==> src/gpio_pkg.sv <==
// constants for the grouped i/o port block: register indices, reset
// values, bus response codes and pin group geometry.
// assumes a 32-bit axi4-lite register bus; byte address = 4 * index.
package gpio_pkg;

  localparam int GROUP_COUNT = 4;
  localparam int GROUP_WIDTH = 4;
  localparam int PIN_COUNT = GROUP_COUNT * GROUP_WIDTH;
  localparam int ADDR_W = 14;
  localparam int INDEX_W = 12;
  localparam int REG_COUNT = 6;

  // register indices as printed; byte address is four times these
  localparam logic [INDEX_W-1:0] PIN_GROUP0_DATA = 12'hf60;
  localparam logic [INDEX_W-1:0] PIN_GROUP1_DATA = 12'hf61;
  localparam logic [INDEX_W-1:0] PIN_GROUP2_DATA = 12'hf62;
  localparam logic [INDEX_W-1:0] PIN_GROUP3_DATA = 12'hf63;
  localparam logic [INDEX_W-1:0] GROUP_DIRECTION_CONTROL = 12'hf7d;
  localparam logic [INDEX_W-1:0] GROUP_PULLUP_CONTROL = 12'hf7e;

  // decoder slot order
  localparam int SLOT_DIR = 4;
  localparam int SLOT_PULL = 5;

  localparam logic [INDEX_W-1:0] REG_INDEX [REG_COUNT] = '{
    PIN_GROUP0_DATA, PIN_GROUP1_DATA, PIN_GROUP2_DATA,
    PIN_GROUP3_DATA, GROUP_DIRECTION_CONTROL, GROUP_PULLUP_CONTROL
  };

  localparam logic [3:0] DIRECTION_RESET = 4'h0;
  localparam logic [3:0] PULLUP_OFF_RESET = 4'h0;
  localparam logic [15:0] DATA_RESET = 16'h0000;

  localparam logic [1:0] RESP_OKAY = 2'h0;
  localparam logic [1:0] RESP_SLVERR = 2'h2;

endpackage

==> src/reg_addr_decode.sv <==
// byte address to register slot decoder.
// assumes word-aligned access; the two low address bits are ignored.
`timescale 1ns/1ps
module reg_addr_decode (
  // address in
  input wire logic [gpio_pkg::ADDR_W-1:0] addr,
  // one-hot slot and any-hit
  output logic [gpio_pkg::REG_COUNT-1:0] hit,
  output logic mapped
);

  genvar i;
  generate
    for (i = 0; i < gpio_pkg::REG_COUNT; i = i + 1)
    begin : g_slot
      assign hit[i] = (addr[gpio_pkg::ADDR_W-1:2] == gpio_pkg::REG_INDEX[i]);
    end
  endgenerate

  assign mapped = |hit;

endmodule

==> src/pin_group_pad.sv <==
// pad control for one four-pin group: drive value, driver enable and
// pull-up enable from the group settings and build-time options.
// assumes the pad ring resolves the wire from out, oe and pull_en.
`timescale 1ns/1ps
module pin_group_pad (
  // group settings
  input wire logic dir,
  input wire logic pullup_off,
  input wire logic [3:0] data,
  // build-time options per pin
  input wire logic [3:0] dedicated,
  input wire logic [3:0] ext_sel,
  input wire logic [3:0] open_drain,
  // memory interface drive
  input wire logic [3:0] ext_out,
  input wire logic [3:0] ext_oe,
  // pad controls
  output logic [3:0] pin_out,
  output logic [3:0] pin_oe,
  output logic [3:0] pull_en
);

  genvar b;
  generate
    for (b = 0; b < 4; b = b + 1)
    begin : g_pin
      logic val;
      logic en;
      // memory and dedicated pins do not look at dir
      assign val = ext_sel[b] ? ext_out[b] : data[b];
      assign en = ext_sel[b] ? ext_oe[b] : (dedicated[b] | dir);
      // open drain only sinks; a high is left to the pull-up
      assign pin_out[b] = open_drain[b] ? 1'b0 : val;
      assign pin_oe[b] = open_drain[b] ? (en & ~val) : en;
      assign pull_en[b] = ~pullup_off & ~dedicated[b];
    end
  endgenerate

endmodule

==> src/grouped_io_port_control.sv <==
// grouped i/o port: four 4-pin groups with direction, pull-up and data
// registers behind an axi4-lite slave.
// assumes pin_in is synchronous to aclk and that the pad ring turns
// pin_out, pin_oe and pin_pullup_en into the wire level.
`timescale 1ns/1ps
module grouped_io_port_control #(
  parameter bit HAS_GROUP3 = 1'b1,
  parameter logic [3:0] GROUP3_DEDICATED = 4'h0,
  parameter bit EXT_MEM_DATA = 1'b0,
  parameter logic [3:0] EXT_MEM_CS = 4'h0,
  parameter logic [15:0] OPEN_DRAIN = 16'h0000
) (
  // clock and reset
  input wire logic aclk,
  input wire logic aresetn,
  // write address channel
  input wire logic [gpio_pkg::ADDR_W-1:0] awaddr,
  input wire logic [2:0] awprot,
  input wire logic awvalid,
  output logic awready,
  // write data channel
  input wire logic [31:0] wdata,
  input wire logic [3:0] wstrb,
  input wire logic wvalid,
  output logic wready,
  // write response channel
  output logic [1:0] bresp,
  output logic bvalid,
  input wire logic bready,
  // read address channel
  input wire logic [gpio_pkg::ADDR_W-1:0] araddr,
  input wire logic [2:0] arprot,
  input wire logic arvalid,
  output logic arready,
  // read data channel
  output logic [31:0] rdata,
  output logic [1:0] rresp,
  output logic rvalid,
  input wire logic rready,
  // pins
  input wire logic [15:0] pin_in,
  output logic [15:0] pin_out,
  output logic [15:0] pin_oe,
  output logic [15:0] pin_pullup_en,
  // external memory access through groups 0 to 2
  input wire logic [7:0] ext_mem_data_out,
  input wire logic ext_mem_data_oe,
  output logic [7:0] ext_mem_data_in,
  input wire logic [3:0] ext_mem_cs_n
);

  typedef struct packed {
    logic [3:0] dir;
    logic [3:0] pullup_off;
    logic [15:0] data;
    logic aw_got;
    logic [gpio_pkg::ADDR_W-1:0] aw_addr;
    logic w_got;
    logic [3:0] w_data;
    logic w_strb0;
    logic bvalid;
    logic [1:0] bresp;
    logic rvalid;
    logic [1:0] rresp;
    logic [31:0] rdata;
  } state_s;

  state_s st_reg;
  state_s st_next;

  // group 3 bits vanish in the reduced variant
  localparam logic [3:0] IMPL_MASK = {HAS_GROUP3, 3'b111};
  localparam logic [3:0] DED3 = HAS_GROUP3 ? GROUP3_DEDICATED : 4'h0;
  localparam logic [15:0] DEDICATED = {DED3, 12'h000};
  localparam logic [15:0] EXT_SEL = {4'h0, EXT_MEM_CS, {8{EXT_MEM_DATA}}};
  localparam logic [15:0] GPIO_MASK = ~(DEDICATED | EXT_SEL);

  logic [gpio_pkg::ADDR_W-1:0] wr_addr;
  logic [3:0] wr_data;
  logic wr_strb0;
  logic [gpio_pkg::REG_COUNT-1:0] wr_hit;
  logic wr_mapped;
  logic [gpio_pkg::REG_COUNT-1:0] rd_hit;
  logic rd_mapped;
  logic wr_fire;
  logic rd_fire;
  logic [3:0] eff_dir;
  logic [15:0] dir_pins;
  logic [15:0] ext_out;
  logic [15:0] ext_oe;
  logic [15:0] pin_seen;

  // address and data may arrive in either order; a held one wins
  assign wr_addr = st_reg.aw_got ? st_reg.aw_addr : awaddr;
  assign wr_data = st_reg.w_got ? st_reg.w_data : wdata[3:0];
  assign wr_strb0 = st_reg.w_got ? st_reg.w_strb0 : wstrb[0];

  assign awready = ~st_reg.aw_got & ~st_reg.bvalid;
  assign wready = ~st_reg.w_got & ~st_reg.bvalid;
  assign arready = ~st_reg.rvalid;
  assign wr_fire = (st_reg.aw_got | (awvalid & awready))
                 & (st_reg.w_got | (wvalid & wready))
                 & ~st_reg.bvalid;
  assign rd_fire = arvalid & arready;

  reg_addr_decode u_wr_decode (
    .addr(wr_addr),
    .hit(wr_hit),
    .mapped(wr_mapped)
  );

  reg_addr_decode u_rd_decode (
    .addr(araddr),
    .hit(rd_hit),
    .mapped(rd_mapped)
  );

  // group 3 pins read low when the group does not exist
  assign pin_seen = {pin_in[15:12] & {4{HAS_GROUP3}}, pin_in[11:0]};

  always_comb
  begin
    st_next = st_reg;
    if (st_reg.bvalid && bready)
    begin
      st_next.bvalid = 1'b0;
    end
    if (st_reg.rvalid && rready)
    begin
      st_next.rvalid = 1'b0;
    end
    if (awvalid && awready)
    begin
      st_next.aw_got = 1'b1;
      st_next.aw_addr = awaddr;
    end
    if (wvalid && wready)
    begin
      st_next.w_got = 1'b1;
      st_next.w_data = wdata[3:0];
      st_next.w_strb0 = wstrb[0];
    end
    if (wr_fire)
    begin
      st_next.aw_got = 1'b0;
      st_next.w_got = 1'b0;
      st_next.bvalid = 1'b1;
      st_next.bresp = wr_mapped ? gpio_pkg::RESP_OKAY
                                : gpio_pkg::RESP_SLVERR;
      // only byte lane 0 carries the four implemented bits
      if (wr_strb0)
      begin
        if (wr_hit[gpio_pkg::SLOT_DIR])
        begin
          st_next.dir = wr_data & IMPL_MASK;
        end
        if (wr_hit[gpio_pkg::SLOT_PULL])
        begin
          st_next.pullup_off = wr_data & IMPL_MASK;
        end
        // data is stored whatever the direction holds
        if (wr_hit[0])
        begin
          st_next.data[3:0] = wr_data;
        end
        if (wr_hit[1])
        begin
          st_next.data[7:4] = wr_data;
        end
        if (wr_hit[2])
        begin
          st_next.data[11:8] = wr_data;
        end
        if (wr_hit[3] && HAS_GROUP3)
        begin
          st_next.data[15:12] = wr_data;
        end
      end
    end
    if (rd_fire)
    begin
      st_next.rvalid = 1'b1;
      st_next.rresp = rd_mapped ? gpio_pkg::RESP_OKAY
                                : gpio_pkg::RESP_SLVERR;
      st_next.rdata = 32'h0000_0000;
      // pin level, not the stored bit; an open-drain high with no
      // pull-up floats, so that read is not meaningful
      if (rd_hit[0])
      begin
        st_next.rdata[3:0] = pin_seen[3:0];
      end
      if (rd_hit[1])
      begin
        st_next.rdata[3:0] = pin_seen[7:4];
      end
      if (rd_hit[2])
      begin
        st_next.rdata[3:0] = pin_seen[11:8];
      end
      if (rd_hit[3])
      begin
        st_next.rdata[3:0] = pin_seen[15:12];
      end
      if (rd_hit[gpio_pkg::SLOT_DIR])
      begin
        st_next.rdata[3:0] = st_reg.dir;
      end
      if (rd_hit[gpio_pkg::SLOT_PULL])
      begin
        st_next.rdata[3:0] = st_reg.pullup_off;
      end
    end
  end

  always_ff @(posedge aclk)
  begin
    if (!aresetn)
    begin
      st_reg <= '0;
      st_reg.dir <= gpio_pkg::DIRECTION_RESET;
      st_reg.pullup_off <= gpio_pkg::PULLUP_OFF_RESET;
      st_reg.data <= gpio_pkg::DATA_RESET;
    end
    else
    begin
      st_reg <= st_next;
    end
  end

  assign bvalid = st_reg.bvalid;
  assign bresp = st_reg.bresp;
  assign rvalid = st_reg.rvalid;
  assign rresp = st_reg.rresp;
  assign rdata = st_reg.rdata;

  // memory data pins share one enable; chip selects always drive
  assign ext_out = {4'h0, ext_mem_cs_n, ext_mem_data_out};
  assign ext_oe = {4'h0, 4'hf, {8{ext_mem_data_oe}}};
  assign ext_mem_data_in = pin_in[7:0];

  assign eff_dir = st_reg.dir & IMPL_MASK;
  assign dir_pins = {{4{eff_dir[3]}}, {4{eff_dir[2]}},
                     {4{eff_dir[1]}}, {4{eff_dir[0]}}};

  genvar g;
  generate
    for (g = 0; g < gpio_pkg::GROUP_COUNT; g = g + 1)
    begin : g_group
      // group g follows direction and pull-up bit g
      pin_group_pad u_pad (
        .dir(eff_dir[g]),
        .pullup_off(st_reg.pullup_off[g]),
        .data(st_reg.data[4*g +: 4]),
        .dedicated(DEDICATED[4*g +: 4]),
        .ext_sel(EXT_SEL[4*g +: 4]),
        .open_drain(OPEN_DRAIN[4*g +: 4]),
        .ext_out(ext_out[4*g +: 4]),
        .ext_oe(ext_oe[4*g +: 4]),
        .pin_out(pin_out[4*g +: 4]),
        .pin_oe(pin_oe[4*g +: 4]),
        .pull_en(pin_pullup_en[4*g +: 4])
      );
    end
  endgenerate

  dir_after_reset_a: assert property (@(posedge aclk)
    !aresetn |=> st_reg.dir == 4'h0 && pin_oe == 16'h0000 ||
      DEDICATED != 16'h0000 || EXT_SEL != 16'h0000)
    else $error("direction not cleared by reset");

  pull_after_reset_a: assert property (@(posedge aclk)
    !aresetn |=> st_reg.pullup_off == 4'h0)
    else $error("pull-ups not enabled by reset");

  input_hiz_a: assert property (@(posedge aclk) disable iff (!aresetn)
    (pin_oe & GPIO_MASK & ~dir_pins) == 16'h0000)
    else $error("input group pin is driven");

  output_drive_a: assert property (@(posedge aclk)
    disable iff (!aresetn)
    ((pin_oe ^ dir_pins) & GPIO_MASK & ~OPEN_DRAIN) == 16'h0000 &&
    ((pin_out ^ st_reg.data) & GPIO_MASK & ~OPEN_DRAIN & dir_pins)
      == 16'h0000)
    else $error("output group pin not following data");

  dedicated_drive_a: assert property (@(posedge aclk)
    disable iff (!aresetn)
    ((~pin_oe | (pin_out ^ st_reg.data)) & DEDICATED & ~OPEN_DRAIN)
      == 16'h0000 && (pin_pullup_en & DEDICATED) == 16'h0000)
    else $error("dedicated pin not driving data or pulled up");

  pull_map_a: assert property (@(posedge aclk) disable iff (!aresetn)
    pin_pullup_en[3:0] == {4{~st_reg.pullup_off[0]}} &&
    pin_pullup_en[11:8] == {4{~st_reg.pullup_off[2]}})
    else $error("pull-up enable does not follow its group bit");

  dir_write_a: assert property (@(posedge aclk)
    disable iff (!aresetn)
    wr_fire && wr_strb0 && wr_hit[gpio_pkg::SLOT_DIR] |=>
      st_reg.dir == ($past(wr_data) & IMPL_MASK) && bvalid ##0
      bresp == gpio_pkg::RESP_OKAY)
    else $error("direction write not applied");

  data_hold_a: assert property (@(posedge aclk)
    disable iff (!aresetn)
    wr_fire && wr_strb0 && wr_hit[1] ##1 !wr_fire [*2] |->
      st_reg.data[7:4] == $past(wr_data, 2))
    else $error("data write lost");

  pin_read_a: assert property (@(posedge aclk) disable iff (!aresetn)
    rd_fire && rd_hit[2] |=> rvalid && rdata[3:0] == $past(pin_in[11:8])
      && rdata[31:4] == 28'h000_0000)
    else $error("data read not showing pin level");

  group3_absent_a: assert property (@(posedge aclk)
    disable iff (!aresetn)
    !HAS_GROUP3 |-> st_reg.dir[3] == 1'b0 && st_reg.pullup_off[3] == 1'b0
      && pin_oe[15:12] == 4'h0)
    else $error("missing group 3 shows state");

  resp_hold_a: assert property (@(posedge aclk) disable iff (!aresetn)
    bvalid && !bready |=> bvalid && $stable(bresp))
    else $error("write response dropped before taken");

  late_effect_a: assert property (@(posedge aclk)
    disable iff (!aresetn)
    wr_fire && wr_strb0 && wr_hit[gpio_pkg::SLOT_PULL] |->
      st_reg.pullup_off == $past(st_reg.pullup_off) || $past(wr_fire))
    else $error("pull-up register changed before write completed");

endmodule

==> config.mk <==
export PLATFORM = sky130hd
export DESIGN_NAME = grouped_io_port_control
export DESIGN_NICKNAME = d
export VERILOG_FILES = /design/src/gpio_pkg.sv /design/src/reg_addr_decode.sv /design/src/pin_group_pad.sv /design/src/grouped_io_port_control.sv
export SDC_FILE = /design/constraint.sdc
export NUM_CORES = 1
export LEC_CHECK = 0
export BUFFER_PORTS_ARGS = -buffer_cell sky130_fd_sc_hd__buf_2
export CORE_MARGIN = 2
export CORE_UTILIZATION = 25
export CTS_CLUSTER_DIAMETER = 60
export DETAILED_ROUTE_END_ITERATION = 6
export SYNTH_ARGS = -nofsm -noshare
export SYNTH_HDL_FRONTEND = slang
export SYNTH_SLANG_ARGS = --single-unit
==> constraint.sdc <==
create_clock -name aclk -period 1.9 [get_ports aclk]
set_input_delay 0.095 -clock aclk [delete_from_list [all_inputs] [get_ports aclk]]
set_output_delay 0.095 -clock aclk [all_outputs]
set_load 0.05 [all_outputs]
Word level (Yosys, flattened, before mapping) --
Index checks and enable logic that the tools add are counted.
Word-level totals: bits in registers 55, output and inout port bits 97
Operators by class: multiplexer cells 15, reduce and logical (&&, ||, !) cells 15, eq/ne operators 12, bitwise logic cells 18
Operator list (count):
- equality test 12 bit, second input constant | 12
- 2-to-1 mux 35 bit | 1
- 2-to-1 mux 4 bit | 7
- AND reduction 3 bit | 6
- 2-to-1 mux 14 bit | 1
- OR reduction 6 bit | 2
- inverter 1 bit | 9
- AND 1 bit | 7
- logical AND 1 bit | 4
- 2-to-1 mux 2 bit | 2
- nonzero test 2 bit | 2
- 2-to-1 mux 1 bit | 3
- 2-to-1 mux 3 bit | 1
- OR 1 bit | 2
- OR reduction 2 bit | 1

Depth between registers and ports, before layout --
Gate-level depths: netlist of run 1.
word-level depth 8, depth in mapped cells 7

Hierarchy --
From an unflattened synthesis of run 1, not the netlist that was laid out.
Unflattened totals: cells, all modules 447, area, all modules 3861.2 µm²
Modules (own cells, without submodules):
- grouped_io_port_control | cells an instance 299, instances 1, area each 2867.8 µm²
- pin_group_pad | cells an instance 28, instances 4, area each 190.2 µm²
- reg_addr_decode | cells an instance 18, instances 2, area each 116.4 µm²

Worst setup path before layout of run 1 --
OpenSTA, ideal clock, no wires.
path kind flip-flop to flip-flop, from reg st_reg, in the netlist bvalid, to reg st_reg[38] (netlist name), arrival 2.012 ns, slack -0.228 ns, clock period less this slack 2.128 ns, setup time 0.116 ns, stages on the path, launching flop included 6, path buffers 1, path through dfxtp_1 -> nor2_1 -> and2_1 -> clkbuf_1 -> mux2i_1 -> nor2b_1
Between the ends: longest elaborated chain between the ends 3
Ends and longest elaborated chain:
- start, declared | line grouped_io_port_control.sv:68 | state_s st_reg;
- start signal, assigned | line grouped_io_port_control.sv:226 | st_reg <= st_next;
- inverter 1 bit | line grouped_io_port_control.sv:99 | assign wready = ~st_reg.w_got & ~st_reg.bvalid;
- AND 1 bit | line grouped_io_port_control.sv:99
- named net wready | line grouped_io_port_control.sv:25 | output logic wready,
- logical AND 1 bit | line grouped_io_port_control.sv:137 | if (wvalid && wready)
The timed path passes the listed nets, and every way through them passes these cells. A chain may end at the register's enable or synchronous reset.

Worst setup path after layout of run 1 --
from reg st_reg[48] (netlist name), to reg, netlist name st_reg[73]
Between the ends: longest elaborated chain between the ends 3
Ends and longest elaborated chain:
- 2-to-1 mux 14 bit | line grouped_io_port_control.sv:94 | assign wr_addr = st_reg.aw_got ? st_reg.aw_addr : awaddr;
- equality test 12 bit | line reg_addr_decode.sv:16 | assign hit[i] = (addr[gpio_pkg::ADDR_W-1:2] == gpio_pkg::REG_INDEX[i]);
- AND reduction 3 bit (no line)
Every way passes these cells.

==> impl_metrics.json, run 1 <==
{
  "outcome": "completed",
  "grt.overflow.total": 0,
  "syn2layout_area_growth_pct": 15.7,
  "hold_slack_ps": 66.1,
  "dp_slack_ps": -54.2,
  "synth_cell_type_count": 40,
  "leakage_nw": 1.65,
  "vias": 2506,
  "crit_path_start_kind": "register",
  "hold_depth": 2,
  "antenna_found_initial": 3,
  "ir_drop_uv": 314,
  "wl_um": 7420,
  "yosysSeqAreaShare": 0.329,
  "fin_crit_sh": 0.972,
  "syn_area_sq_mm": 0.00311,
  "cts-root-buf": "clkbuf_16",
  "grt_max_degree": 23,
  "cts_max_path_buffers": 2,
  "drtIter0Drc": 106,
  "yosysTopAreaCell": "dfxtp_1",
  "initial_utilization": 0.258,
  "critPathKind": "register to register",
  "synth_cells": 368,
  "tightestPinTransition_ps": 491,
  "cts_tree": "yes",
  "whs_endpoint": "rvalid$_SDFFE_PN0P_",
  "crit_buf_inv": 0,
  "synthMostInstantiatedCell": "buf_4",
  "holdBufCountCts": 0,
  "fmax_mhz": 541,
  "dp_hpwl_um": 5970,
  "io_buffer_count": 118,
  "clk_latency_ps": 290,
  "cellPowerDensity_mw_per_mm2": 767,
  "cts.sinks": 51,
  "antenna_left": 0,
  "wl_per_cell_um": 12.4,
  "syn_avg_cell_area_sq_um": 8.44,
  "arrival_ps": 2000,
  "setup_viol": 0,
  "nets": 537,
  "htreeDepth": 2,
  "rr_endpoint": "st_reg[73]$_SDFFE_PN0P_",
  "final_util": 0.298,
  "vias_per_cell": 4.17,
  "drv_cap": 0,
  "synthFlopType": "dfxtp_1",
  "largest_register_ff_count": 39,
  "ys_ff_latch": 51,
  "firstDrtPassIters": 4,
  "boundaryPins": 203,
  "grt_pass1_wl_um": 11200,
  "relSlewSlack": 0.670,
  "yosysWarnings": 0,
  "clk_pin_slew_ps": 60,
  "cp_max_fo": 4,
  "gp_congestion": 0.765,
  "coreArea_sq_mm": 0.0121,
  "track_usage": 0.106,
  "min_period_ps": 1850,
  "synthArstFlopShare": 0,
  "drv_slew": 0,
  "cp.required_ps": 2060,
  "cts_inserted_buffers": 5,
  "std_cell_rows": 40,
  "path_cells": "or4b_4, o41ai_4, nand3_2, or4_4, mux2i_1",
  "cpLargestDelayFamily": "simple AND/OR/NAND/NOR gates",
  "fp.dieW_um": 115,
  "die-height_um": 115,
  "reg2reg_depth": 5,
  "rr_startpoint": "st_reg[48]$_SDFFE_PN0P_",
  "critPathMaxStageDelay_ps": 540,
  "dieArea_sq_mm": 0.0133,
  "post-route-drc-count": 0,
  "clock_skew_ps": 8.20,
  "worst_slack_ps": 52.7,
  "min_from": "arvalid",
  "slowest_stage": "or4b_4",
  "finalHoldViolations": 0,
  "hp-class": "input port to register",
  "synthTopCellsByCount": "buf_4, nand2_1, dfxtp_1",
  "synth_edf_count": 0,
  "r2r_slack_ps": 50,
  "synth.area.top_cells": "dfxtp_1, buf_4, mux2i_1",
  "grt_pass1_vias": 2287,
  "endpoint_kind": "register",
  "drive_gt1_frac": 0.368,
  "synth.top_cell.area_share": 0.329
}
worst max path at each step:
stage	start	end	cells past startpoint
after global routing	st_reg[48]$_SDFFE_PN0P_	st_reg[72]$_SDFFE_PN0P_	5
after CTS	st_reg[48]$_SDFFE_PN0P_	st_reg[73]$_SDFFE_PN0P_	5
after global placement	st_reg[58]$_SDFFE_PP0P_	st_reg[62]$_SDFFE_PN0P_	6
final	st_reg[48]$_SDFFE_PN0P_	st_reg[73]$_SDFFE_PN0P_	5
after floorplan	st_reg[48]$_SDFFE_PN0P_	st_reg[71]$_SDFFE_PN0P_	6
after detailed placement	st_reg[58]$_SDFFE_PP0P_	st_reg[61]$_SDFFE_PN0P_	6
metal layers:
layer  vias to the layer above  wire length, um  global-route usage
met5                         -               24                   0
met4                         4               87              0.0345
met3                        10              578              0.0298
met2                       103             3560               0.181
met1                      1137             3170               0.130
li1                       1252                -                   -
worst register-to-register path, cell delays in order (launching register included):
cell	delay, ps
dfxtp_2	320
or4b_4	540
o41ai_4	80
nand3_2	150
or4_4	500
mux2i_1	150
what timing repair did:
action / 4_1_cts / 5_1_grt
pin swaps: 1 / 1
setup buffers: 0 / 2
setup endpoints to repair: 8 / 16
gates resized for setup: 2 / 6
where the power goes:
group	leakage (nW)	internal [mW]	switching (mW)
clock network	0.0869	0.655	0.380
logic	1.15	0.168	0.411
registers	0.416	1.11	0.0301
cells by family after synthesis:
kind of cell / after synthesis / synth area share
buffers and inverters: 110 / 0.245
flip-flops: 51 / 0.329
multiplexers: 36 / 0.118
AND/OR/NAND/NOR: 121 / 0.191
XOR/XNOR: 1 / 0.00282
other: 1 / 0.00121
AO/OA/AOI/OAI: 48 / 0.114
cells in the final DEF (no fill, tap or decap), types with 2 or more instances in the layout:
master	netlist	routed
a211oi_1	8	8
a21boi_0	13	13
a22oi_1	4	4
a31oi_1	5	5
and2_1	2	2
buf_2	2	118
buf_4	88	13
clkbuf_16	0	5
conb_1	1	30
dfxtp_1	51	47
dfxtp_2	0	4
inv_1	6	6
mux2_2	4	4
mux2i_1	32	32
nand2_1	66	66
nand2b_1	6	6
nand3_1	6	6
nand4_1	3	3
nand4b_1	3	3
nor2_1	10	8
nor2_2	0	2
nor2b_1	11	11
nor3_1	2	2
nor3_2	2	2
o21ai_0	7	7
o221ai_1	4	4
o22ai_2	1	2
or3_1	3	2
layout make-up:
cell class / count / area, sq um
clock inverters: 2 / 35.0
flip-flops and latches: 51 / 1030
inverters: 6 / 22.5
clock buffers: 6 / 139
repair buffers: 131 / 688
diodes: 1 / 2.50
multi-input cells: 236 / 1470
fillers: 1276 / 8470
well taps: 168 / 210
per-stage QoR:
step	TNS [ps]	instances	power, mW	cell area, sq um
6_report	0	601	2.76	3590
5_1_grt	-2.01	601	2.88	3590
4_1_cts	0	598	2.78	3550
3_5_place_dp	-241	590	1.73	3370
3_3_place_gp	-24.3	590	1.72	3370
2_1_floorplan	0	397	1.64	3220
Note: power is estimated with default switching activity, not from simulation.
==> run 2, diff against run 1 <==
--- a/config.mk
+++ b/config.mk
@@ -6,6 +6,7 @@
 export NUM_CORES = 1
 export LEC_CHECK = 0
 export BUFFER_PORTS_ARGS = -buffer_cell sky130_fd_sc_hd__buf_2
+export CORE_ASPECT_RATIO = 0.75
 export CORE_MARGIN = 2
 export CORE_UTILIZATION = 25
 export CTS_CLUSTER_DIAMETER = 60
==> run 2 against run 1 <==
  * Wire length is 0.59% lower
  * Sequential share of layout area is 0.16 points higher
  * Die area hardly changed
  * Hold slack worse by 16 ps
  * Sequential cell count stayed put
  * Count of clock-buffer cells in the layout stayed put
  * Utilization is 0.55 points lower
  * Critical path type unchanged
  * Highest routed layer unchanged
==> impl_metrics.json, run 2 (synthesis gave the netlist of run 1 again) <==
{
  "rr_startpoint": "st_reg[48]$_SDFFE_PN0P_",
  "track_usage": 0.107,
  "nets": 536,
  "vias": 2481,
  "io_buffer_count": 118,
  "grt_pass1_vias": 2247,
  "rr_endpoint": "st_reg[60]$_SDFFE_PN0P_",
  "ir_drop_uv": 434,
  "setup_viol": 0,
  "finalHoldViolations": 0,
  "worst_slack_ps": 15.7,
  "grt.overflow.total": 0,
  "largest_register_ff_count": 39,
  "antenna_found_initial": 3,
  "reg2reg_depth": 5,
  "wl_per_cell_um": 12.3,
  "clk_pin_slew_ps": 70,
  "cts.sinks": 51,
  "cts_tree": "yes",
  "power.total_mw": 2.66,
  "htreeDepth": 2,
  "leakage_nw": 1.65,
  "holdBufCountCts": 0,
  "cellPowerDensity_mw_per_mm2": 743,
  "clk_latency_ps": 290,
  "drv_slew": 0,
  "antenna_left": 0,
  "drv_cap": 0,
  "die-height_um": 101,
  "arrival_ps": 2050,
  "cts_max_path_buffers": 2,
  "cts-root-buf": "clkbuf_16",
  "mostFrequentLayoutCells": "buf_2, nand2_1, dfxtp_1, mux2i_1, conb_1",
  "min_from": "arvalid",
  "postCtsSetupRepairBufs": 0,
  "fp.dieW_um": 133,
  "firstDrtPassIters": 4,
  "grt_pass1_wl_um": 11300,
  "rsz0062_at_grt": "true",
  "hold_depth": 2,
  "vias_per_cell": 4.15,
  "crit_path_start": "st_reg[48]$_SDFFE_PN0P_",
  "cts_inserted_buffers": 5,
  "dieArea_sq_mm": 0.0133,
  "tightestPinTransition_ps": 587,
  "dp_slack_ps": -21.3,
  "cp.required_ps": 2070,
  "r2r_slack_ps": 20,
  "whs_endpoint": "rvalid$_SDFFE_PN0P_",
  "boundaryPins": 203,
  "cp_max_fo": 4,
  "fin_crit_sh": 0.992,
  "post-route-drc-count": 0,
  "min_period_ps": 1880,
  "drtIter0Drc": 82,
  "final_util": 0.292,
  "dp_hpwl_um": 5860,
  "crit_path_start_kind": "register",
  "tns_ps": 0,
  "drive_gt1_frac": 0.364,
  "clock_skew_ps": 9.30,
  "final_common_cell": "buf_2",
  "grt_max_degree": 24,
  "hp-class": "input port to register",
  "coreArea_sq_mm": 0.0122,
  "critPathKind": "register to register",
  "fmax_mhz": 531,
  "initial_utilization": 0.254,
  "syn2layout_area_growth_pct": 15.0,
  "endpoint_kind": "register",
  "outcome": "completed",
  "std_cell_rows": 35,
  "gp_congestion": 0.732,
  "relSlewSlack": 0.605,
  "wl_um": 7380
}
[run 2: cell count changes in the layout (fill, tap and decap cells not counted)]
cell,previous run,this run
nor3_4,0,1
or3_4,1,0
bufinv_16,1,0
or3_1,2,3
clkinvlp_4,0,1
clkinv_4,0,1
clkinv_2,1,0
buf_6,0,2
buf_4,13,10
nor3_2,2,1
[run 2: what timing repair did]
action	CTS	global route
pin swaps	0	1
gates resized for setup	4	6
endpoints found under the setup margin	8	16
[run 2: worst max-delay path, cell delays in order (launching register included)]
cell and delay (ps):
dfxtp_2 330, or4b_4 550, o41ai_4 80, nand3_2 140, or3_1 500, mux2i_1 160
[run 2: layout make-up]
class | instances | area [sq um]
flip-flops and latches | 51 | 1030
fillers | 1324 | 8640
repair buffers | 130 | 688
clock inverters | 2 | 16.3
inverters | 6 | 22.5
multi-input cells | 236 | 1470
clock buffers | 6 | 139
well taps | 166 | 208
diodes | 1 | 2.50
[run 2: how the worst max path moves through the flow]
stage	to	slack, ps	cells past startpoint
after detailed placement	st_reg[61]$_SDFFE_PN0P_	-20	6
after CTS	st_reg[60]$_SDFFE_PN0P_	-10	5
after floorplan	st_reg[71]$_SDFFE_PN0P_	50	6
after global placement	st_reg[60]$_SDFFE_PN0P_	-20	6
final	st_reg[60]$_SDFFE_PN0P_	20	5
after global routing	st_reg[71]$_SDFFE_PN0P_	-50	5
[run 2: layer usage]
layer | vias to the layer above | wire length (um) | GRT usage
li1 | 1251 | - | -
met1 | 1139 | 3410 | 0.141
met2 | 75 | 3360 | 0.167
met3 | 12 | 439 | 0.0302
met4 | 4 | 137 | 0.0389
met5 | - | 34 | 0
[run 2: metrics by stage]
step	instances	hold WS, ps	cell area [sq um]
6_report	598	49.7	3570
5_1_grt	597	67.5	3570
4_1_cts	597	43.6	3540
3_5_place_dp	589	356	3370
3_3_place_gp	589	347	3370
2_1_floorplan	397	233	3220
[run 2: power breakdown]
| group | total (mW) | internal (mW) | switching, mW |
|---|---|---|---|
| sequential | 1.14 | 1.11 | 0.0306 |
| clock | 0.941 | 0.527 | 0.414 |
| combinational | 0.574 | 0.165 | 0.409 |
